[config.mk]
export PLATFORM = sky130hd
export DESIGN_NAME = xie_exec
export DESIGN_NICKNAME = d
export VERILOG_FILES = /design/src/shared/xie_pkg.sv /design/src/hdl/xie_decode.sv /design/src/hdl/xie_exec.sv
export SDC_FILE = /design/constraint.sdc
export NUM_CORES = 1
export LEC_CHECK = 0
export BUFFER_PORTS_ARGS = -buffer_cell sky130_fd_sc_hd__buf_2
export CAP_MARGIN = 20
export CORE_MARGIN = 2
export CORE_UTILIZATION = 39
export DETAILED_ROUTE_END_ITERATION = 10
export PLACE_DENSITY_LB_ADDON = 0.15
export SETUP_SLACK_MARGIN = 0.4
export SKIP_LAST_GASP = 1
export SLEW_MARGIN = 15
export SYNTH_ARGS = -nofsm -noshare
export SYNTH_HDL_FRONTEND = slang
export SYNTH_SLANG_ARGS = --single-unit
[constraint.sdc]
create_clock -name clk_sys -period 3.4 [get_ports clk_sys]
set_clock_uncertainty 0.05 [all_clocks]
set_input_delay 0 -clock clk_sys [delete_from_list [all_inputs] [get_ports clk_sys]]
set_output_delay 0 -clock clk_sys [all_outputs]
set_load 0.1 [all_outputs]
[src/shared/xie_pkg.sv]
// constants and types for the exclusive-or execute block
package xie_pkg;
   // ****************************************
   // instruction word layout
   // ****************************************
   localparam int          XIE_IW_W        = 14;
   localparam int          XIE_OPC_HI      = 13;
   localparam int          XIE_OPC_LO      = 8;
   localparam int          XIE_DEST_BIT    = 7;
   localparam int          XIE_LIT_HI      = 7;
   localparam int          XIE_IDX_HI      = 6;
   localparam logic [5:0]  XIE_OPC_XOR_IMM = 6'h3A;
   localparam logic [5:0]  XIE_OPC_XOR_REG = 6'h06;
   // ****************************************
   // reset values and phase count
   // ****************************************
   localparam logic [7:0]  XIE_ACC_RST     = 8'h00;
   localparam logic [13:0] XIE_IW_RST      = 14'h0000;
   localparam int          XIE_PHASES      = 4;

   typedef enum logic [1:0] {
      XIE_Q1 = 2'b00,
      XIE_Q2 = 2'b01,
      XIE_Q3 = 2'b10,
      XIE_Q4 = 2'b11
   } xie_phase_t;

   typedef enum logic [1:0] {
      XIE_OP_NONE = 2'b00,
      XIE_OP_IMM  = 2'b01,
      XIE_OP_REG  = 2'b10
   } xie_op_t;
endpackage : xie_pkg

[src/hdl/xie_decode.sv]
// combinational opcode decoder for the two exclusive-or forms
`timescale 1ns/1ps
module xie_decode
   import xie_pkg::*;
(
   input  wire logic [13:0] instr,
   output xie_op_t          op,
   output logic             dest_reg,
   output logic [6:0]       reg_idx,
   output logic [7:0]       literal
);
   always_comb begin
      op = XIE_OP_NONE;
      if (instr[XIE_OPC_HI:XIE_OPC_LO] == XIE_OPC_XOR_IMM) begin
         op = XIE_OP_IMM;
      end else if (instr[XIE_OPC_HI:XIE_OPC_LO] == XIE_OPC_XOR_REG) begin
         op = XIE_OP_REG;
      end
   end
   assign dest_reg = instr[XIE_DEST_BIT];
   assign reg_idx  = instr[XIE_IDX_HI:0];
   assign literal  = instr[XIE_LIT_HI:0];
endmodule // xie_decode

[src/hdl/xie_exec.sv]
// four-phase execute unit for the immediate and register exclusive-or forms
`timescale 1ns/1ps
// Functional notes
// - immediate form: accumulator xor literal into accumulator
// - opcode 11 1010 selects immediate form
// - opcode 00 0110, bit 7 dest, index
// - dest clear: result to accumulator only
// - dest set: result to register only
// - four cycles: latch, decode and read, process, write
module xie_exec
   import xie_pkg::*;
(
   input  wire logic        clk_sys,
   input  wire logic        resetn,
   input  wire logic [13:0] instr,
   input  wire logic [7:0]  rf_rdata,
   output logic [1:0]       phase,
   output logic [6:0]       rf_addr,
   output logic             rf_we,
   output logic [7:0]       rf_wdata,
   output logic [7:0]       acc,
   output logic             zero_we,
   output logic             zero_val,
   output logic             done
);
   // ****************************************
   // state
   // ****************************************
   typedef struct packed {
      xie_phase_t  ph;
      logic [13:0] iw;
      xie_op_t     op;
      logic        dst;
      logic [7:0]  opnd;
      logic [7:0]  res;
      logic [7:0]  acc;
      logic [6:0]  addr;
      logic        we;
      logic [7:0]  wdata;
      logic        zwe;
      logic        zval;
      logic        done;
   } xie_state_t;

   xie_state_t st_r;
   xie_state_t st_nxt;
   xie_op_t    dec_op;
   logic       dec_dst;
   logic [6:0] dec_idx;
   logic [7:0] dec_lit;

   xie_decode u_dec (
      .instr    (st_r.iw),
      .op       (dec_op),
      .dest_reg (dec_dst),
      .reg_idx  (dec_idx),
      .literal  (dec_lit)
   );

   // ****************************************
   // phase sequencing and datapath
   // ****************************************
   always_comb begin
      st_nxt      = st_r;
      st_nxt.we   = 1'b0;
      st_nxt.zwe  = 1'b0;
      st_nxt.done = 1'b0;
      case (st_r.ph)
         XIE_Q1: begin
            st_nxt.iw   = instr;
            st_nxt.addr = instr[XIE_IDX_HI:0];
            st_nxt.ph = XIE_Q2;
         end
         XIE_Q2: begin
            st_nxt.op   = dec_op;
            st_nxt.dst  = dec_dst;
            st_nxt.addr = dec_idx;
            st_nxt.opnd = (dec_op == XIE_OP_IMM) ? dec_lit : rf_rdata;
            st_nxt.ph   = XIE_Q3;
         end
         XIE_Q3: begin
            st_nxt.res = st_r.acc ^ st_r.opnd;
            st_nxt.ph  = XIE_Q4;
         end
         XIE_Q4: begin
            st_nxt.done = 1'b1;
            st_nxt.ph   = XIE_Q1;
            if (st_r.op != XIE_OP_NONE) begin
               st_nxt.zwe  = 1'b1;
               st_nxt.zval = (st_r.res == 8'h00);
            end
            if (st_r.op == XIE_OP_IMM) begin
               st_nxt.acc = st_r.res;
            end else if (st_r.op == XIE_OP_REG && !st_r.dst) begin
               st_nxt.acc = st_r.res;
            end else if (st_r.op == XIE_OP_REG) begin
               st_nxt.we    = 1'b1;
               st_nxt.wdata = st_r.res;
            end
         end
         default: st_nxt.ph = XIE_Q1;
      endcase
   end

   always_ff @(posedge clk_sys) begin
      if (!resetn) begin
         st_r       <= '0;
         st_r.ph    <= XIE_Q1;
         st_r.iw    <= XIE_IW_RST;
         st_r.op    <= XIE_OP_NONE;
         st_r.acc   <= XIE_ACC_RST;
      end else begin
         st_r <= st_nxt;
      end
   end

   assign phase    = st_r.ph;
   assign rf_addr  = st_r.addr;
   assign rf_we    = st_r.we;
   assign rf_wdata = st_r.wdata;
   assign acc      = st_r.acc;
   assign zero_we  = st_r.zwe;
   assign zero_val = st_r.zval;
   assign done     = st_r.done;

   // ****************************************
   // checks
   // ****************************************
   property p_done_period;
      @(posedge clk_sys) disable iff (!resetn)
      done |=> !done[*3] ##1 done;
   endproperty
   a_done_period: assert property (p_done_period) else $error("done not every 4 cycles");

   property p_imm_result;
      @(posedge clk_sys) disable iff (!resetn)
      (st_r.ph == XIE_Q4 && st_r.op == XIE_OP_IMM) |=> (acc == $past(st_r.acc ^ st_r.opnd));
   endproperty
   a_imm_result: assert property (p_imm_result) else $error("immediate result wrong");

   property p_imm_decode;
      @(posedge clk_sys) disable iff (!resetn)
      (st_r.ph == XIE_Q2 && st_r.iw[XIE_OPC_HI:XIE_OPC_LO] == XIE_OPC_XOR_IMM)
         |=> (st_r.op == XIE_OP_IMM);
   endproperty
   a_imm_decode: assert property (p_imm_decode) else $error("immediate not decoded");

   property p_reg_decode;
      @(posedge clk_sys) disable iff (!resetn)
      (st_r.ph == XIE_Q2 && st_r.iw[XIE_OPC_HI:XIE_OPC_LO] == XIE_OPC_XOR_REG)
         |=> (st_r.op == XIE_OP_REG && rf_addr == $past(st_r.iw[XIE_IDX_HI:0]));
   endproperty
   a_reg_decode: assert property (p_reg_decode) else $error("register form not decoded");

   property p_reg_to_acc;
      @(posedge clk_sys) disable iff (!resetn)
      (st_r.ph == XIE_Q4 && st_r.op == XIE_OP_REG && !st_r.dst)
         |=> (!rf_we && acc == $past(st_r.res));
   endproperty
   a_reg_to_acc: assert property (p_reg_to_acc) else $error("acc dest wrong");

   property p_reg_to_rf;
      @(posedge clk_sys) disable iff (!resetn)
      (st_r.ph == XIE_Q4 && st_r.op == XIE_OP_REG && st_r.dst)
         |=> (rf_we && rf_wdata == $past(st_r.res) && $stable(acc));
   endproperty
   a_reg_to_rf: assert property (p_reg_to_rf) else $error("register dest wrong");

   property p_zero_flag;
      @(posedge clk_sys) disable iff (!resetn)
      zero_we |-> (zero_val == (rf_we ? (rf_wdata == 8'h00) : (acc == 8'h00)));
   endproperty
   a_zero_flag: assert property (p_zero_flag) else $error("zero flag wrong");

   property p_we_with_done;
      @(posedge clk_sys) disable iff (!resetn)
      (rf_we || zero_we) |-> done;
   endproperty
   a_we_with_done: assert property (p_we_with_done) else $error("write outside Q4");

   // ****************************************
   // phase, address and no-op checks
   // ****************************************
   property p_phase_step;
      @(posedge clk_sys) disable iff (!resetn)
      $past(resetn) |-> (phase == 2'($past(phase) + 2'h1));
   endproperty
   a_phase_step: assert property (p_phase_step) else $error("phase step wrong");

   property p_rf_addr_q2;
      @(posedge clk_sys) disable iff (!resetn)
      (st_r.ph == XIE_Q2) |-> (rf_addr == st_r.iw[XIE_IDX_HI:0]);
   endproperty
   a_rf_addr_q2: assert property (p_rf_addr_q2) else $error("read index not shown");

   property p_imm_no_rf;
      @(posedge clk_sys) disable iff (!resetn)
      (st_r.ph == XIE_Q4 && st_r.op == XIE_OP_IMM) |=> (!rf_we && zero_we);
   endproperty
   a_imm_no_rf: assert property (p_imm_no_rf) else $error("immediate wrote register");

   property p_nop_quiet;
      @(posedge clk_sys) disable iff (!resetn)
      (st_r.ph == XIE_Q4 && st_r.op == XIE_OP_NONE)
         |=> (!rf_we && !zero_we && $stable(acc));
   endproperty
   a_nop_quiet: assert property (p_nop_quiet) else $error("other opcode changed state");

   property p_acc_at_q4;
      @(posedge clk_sys) disable iff (!resetn)
      $changed(acc) |-> done;
   endproperty
   a_acc_at_q4: assert property (p_acc_at_q4) else $error("acc changed outside Q4");

   property p_zero_result;
      @(posedge clk_sys) disable iff (!resetn)
      (st_r.ph == XIE_Q4 && st_r.op != XIE_OP_NONE)
         |=> (zero_we && zero_val == ($past(st_r.res) == 8'h00));
   endproperty
   a_zero_result: assert property (p_zero_result) else $error("zero flag not from result");

   c_imm: cover property (@(posedge clk_sys) disable iff (!resetn)
      done && zero_we && !rf_we);
   c_rf:  cover property (@(posedge clk_sys) disable iff (!resetn) rf_we);
   c_zero: cover property (@(posedge clk_sys) disable iff (!resetn) zero_we && zero_val);
   c_nop: cover property (@(posedge clk_sys) disable iff (!resetn) done && !zero_we);
endmodule // xie_exec

==> flow_metrics.py <==
metrics = {
    "routing": {
        "viasPerCell": 4.63,
        "routed-via-count": 2041,
        "wl_per_cell_um": 12.9,
        "firstDrtPassIters": 4,
        "drc": 0,
        "drtIter0Drc": 83,
        "postRouteAntennaNets": 0,
        "wl_mm": 5.69,
    },
    "critical_path": {
        "r2r_start": "phase[1]$_SDFF_PN0_",
        "rrSetupSlack_ns": 1.48,
        "r2r-end": "rf_addr[3]$_SDFFE_PN0P_",
        "setup.worst_path.class": "reg -> reg",
        "cp.required_ns": 3.55,
        "crit_fanout": 20,
        "cp.arrival_ns": 2.07,
        "end_kind": "flop",
        "reg2reg_depth": 5,
        "critPathLaunchType": "flop",
    },
    "synth": {
        "muxShareOfSynthArea": 0.108,
        "async_flop_share": 0,
        "synth_ff_type": "dfxtp_1",
        "synthSimpleGateAreaFrac": 0.157,
        "syn_area_per_cell_um2": 9.24,
        "postSynthCellCount": 301,
        "synth_top_family_by_area": "simple AND/OR/NAND/NOR gates",
        "synth_fa_ha_area_frac": 0.0225,
        "synth_xor_xnor_area_share": 0.0252,
        "ys_ff_latch": 62,
        "synth_cell_type_count": 29,
        "synth_compound_area_frac": 0.140,
        "synth_area_um2": 2780,
        "synth_nets": 330,
        "synth_edf_count": 0,
        "ys.warnings.count": 0,
        "yosysSeqAreaShare": 0.446,
    },
    "outcome": {
        "status": "finished clean",
    },
    "clocking": {
        "cts_made_buffers": 9,
        "cts_htree_levels": 3,
        "clockBufferDepth": 2,
        "cts_root_buf": "clkbuf_8",
        "cts_sinks": 62,
        "clk_pin_slew_ns": 0.06,
        "cts_tree": "done",
        "worstSkewPairLatency_ns": 0.33,
    },
    "sta": {
        "drv_slew": 0,
        "relSlewSlack": 0.317,
        "setup_viol": 0,
        "setup_tns_ns": 0,
        "hold_violations": 0,
        "period_minus_slack_ns": 1.92,
        "clock.fmax_mhz": 520,
        "post-route-period-util": 0.566,
        "rsz0062_at_grt": "no",
        "finalHoldWorstSlack_ns": 0.339,
        "worst_slack_ns": 1.48,
        "tightest_slew_ns": 1.03,
    },
    "min_path": {
        "hold_depth": 2,
        "whs_endpoint": "phase[0]$_SDFF_PN0_",
        "hold_class": "in -> reg",
        "min_from": "resetn",
    },
    "floorplan": {
        "chipHeight_um": 88.4,
        "start_util": 0.407,
        "die_area_um2": 7820,
        "row_count": 30,
        "core-area_um2": 6830,
        "ios": 53,
        "die_x_um": 88.4,
    },
    "global_routing": {
        "grt_start_max_net_pins": 70,
        "grt_pass1_vias": 1849,
        "grt_overflow": 0,
        "track_usage": 0.152,
        "antenna_found_initial": 0,
        "grt_pass1_wl_mm": 9.11,
    },
    "final_layout": {
        "nNetsFinal": 370,
        "mostFrequentLayoutCells": "62 x dfxtp_1, 52 x buf_2, 44 x nand2_1, 30 x mux2i_1, 24 x o21ai_0",
        "num_antenna_cells": 0,
        "syn_to_final_growth_pct": 18.9,
        "drive_gt1_frac": 0.200,
        "n_fill_cell": 691,
        "final_common_cell": "dfxtp_1",
    },
    "pwr": {
        "vdd_ir_drop_max_mv": 0.594,
        "cellPowerDensity_nw_per_um2": 692,
        "p_leak_uw": 0.00142,
    },
    "placement": {
        "dp_hpwl_mm": 3.79,
        "place.gp.congestion": 0.749,
        "dp_slack_ns": 1.48,
        "port_buffers": 52,
    },
    "flow_run": {
        "max-cap-violations": 0,
    },
}
==> registers in the layout (all words and copies together) (netlist names) <==
name      count
rf_we         1
phase         2
st_r         33
zero_val      1
zero_we       1
done          1
acc           8
rf_wdata      8
rf_addr       7
==> per-stage QoR <==
step	utilization	cells	instance area [um^2]	total power (uW)
CTS	0.484	441	3310	2310
finish	0.484	441	3310	2290
global route	0.484	441	3310	2410
floorplan	-	301	2780	1580
detailed placement	0.424	404	2900	1670
global placement	0.424	404	2900	1660
==> area by class of cell <==
| cell class | count | area, um^2 | area share |
|---|---|---|---|
| tap | 96 | 120 | 0.0363 |
| clock buffer | 10 | 138 | 0.0416 |
| multi-input combinational | 190 | 1260 | 0.380 |
| timing repair buffer | 75 | 488 | 0.148 |
| inverter | 3 | 11.3 | 0.00341 |
| clock inverter | 5 | 50.0 | 0.0151 |
| sequential | 62 | 1240 | 0.375 |
==> where the power goes <==
| part | switching, uW | internal, uW | total, uW |
|---|---|---|---|
| registers | 98.9 | 844 | 943 |
| logic | 480 | 243 | 722 |
| clock network | 272 | 349 | 621 |
| total | 851 | 1440 | 2290 |
==> metal layers <==
metal / vias up / global-route usage / routed length (um)
li1: 1085 / - / -
met1: 910 / 0.200 / 2810
met2: 42 / 0.241 / 2600
met3: 4 / 0.0513 / 241
met4: 0 / 0.0413 / 36
met5: - / 0 / 0
==> repair_timing <==
| item | 4_1_cts | 5_1_grt |
|---|---|---|
| buffers inserted | 0 | 0 |
| hold buffers | 22 | 0 |
| resized for setup | 0 | 0 |
| endpoints found under the hold margin | 29 | 0 |
==> logic make-up (layout without fill, tap and decap cells) <==
family,Yosys count,count (layout)
AOI/OAI and AO/OA,61,61
adders and majority gates,5,5
DFF,62,62
muxes,30,30
xor gates and xnor gates,8,8
and+or+nand+nor,86,86
buffers and inverters,49,93
==> worst max-delay path, cell delays in order, from the launching register on <==
cell and delay (ns):
dfxtp_1 0.35, inv_1 0.09, ha_1 0.57, inv_1 0.39, o21ai_0 0.28, a21oi_1 0.05
==> synthesized netlist by cell type, drive strengths merged (2+ instances only) <==
library cell / count / area share
nor2: 2 / 0.0027
o21a: 2 / 0.0054
nand2: 44 / 0.059
mux2i: 30 / 0.11
clkbuf: 18 / 0.024
nand3: 8 / 0.014
nand2b: 2 / 0.0045
o21ai: 24 / 0.043
nand4b: 3 / 0.0095
buf: 28 / 0.073
dfxtp: 62 / 0.45
xnor2: 8 / 0.025
and4b: 2 / 0.0072
ha: 5 / 0.023
a21boi: 11 / 0.030
nor2b: 17 / 0.038
a21oi: 8 / 0.014
a31oi: 8 / 0.018
o211a: 8 / 0.029
and2: 2 / 0.0045
or4: 2 / 0.0068
inv: 3 / 0.0041
==> worst max path at each step <==
| stage | startpoint | to | slack [ns] | depth (start not counted) |
|---|---|---|---|---|
| CTS | phase[1]$_SDFF_PN0_ | rf_addr[0]$_SDFFE_PN0P_ | 1.48 | 5 |
| finish | phase[1]$_SDFF_PN0_ | rf_addr[3]$_SDFFE_PN0P_ | 1.48 | 5 |
| global placement | phase[1]$_SDFF_PN0_ | st_r[42]$_SDFFE_PN0P_ | 1.61 | 5 |
| floorplan | phase[0]$_SDFF_PN0_ | rf_addr[0]$_SDFFE_PN0P_ | 1.98 | 6 |
| global route | phase[1]$_SDFF_PN0_ | st_r[42]$_SDFFE_PN0P_ | 1.25 | 5 |
| detailed placement | phase[1]$_SDFF_PN0_ | rf_addr[0]$_SDFFE_PN0P_ | 1.48 | 5 |
Note: power is estimated with default switching activity, not from simulation.
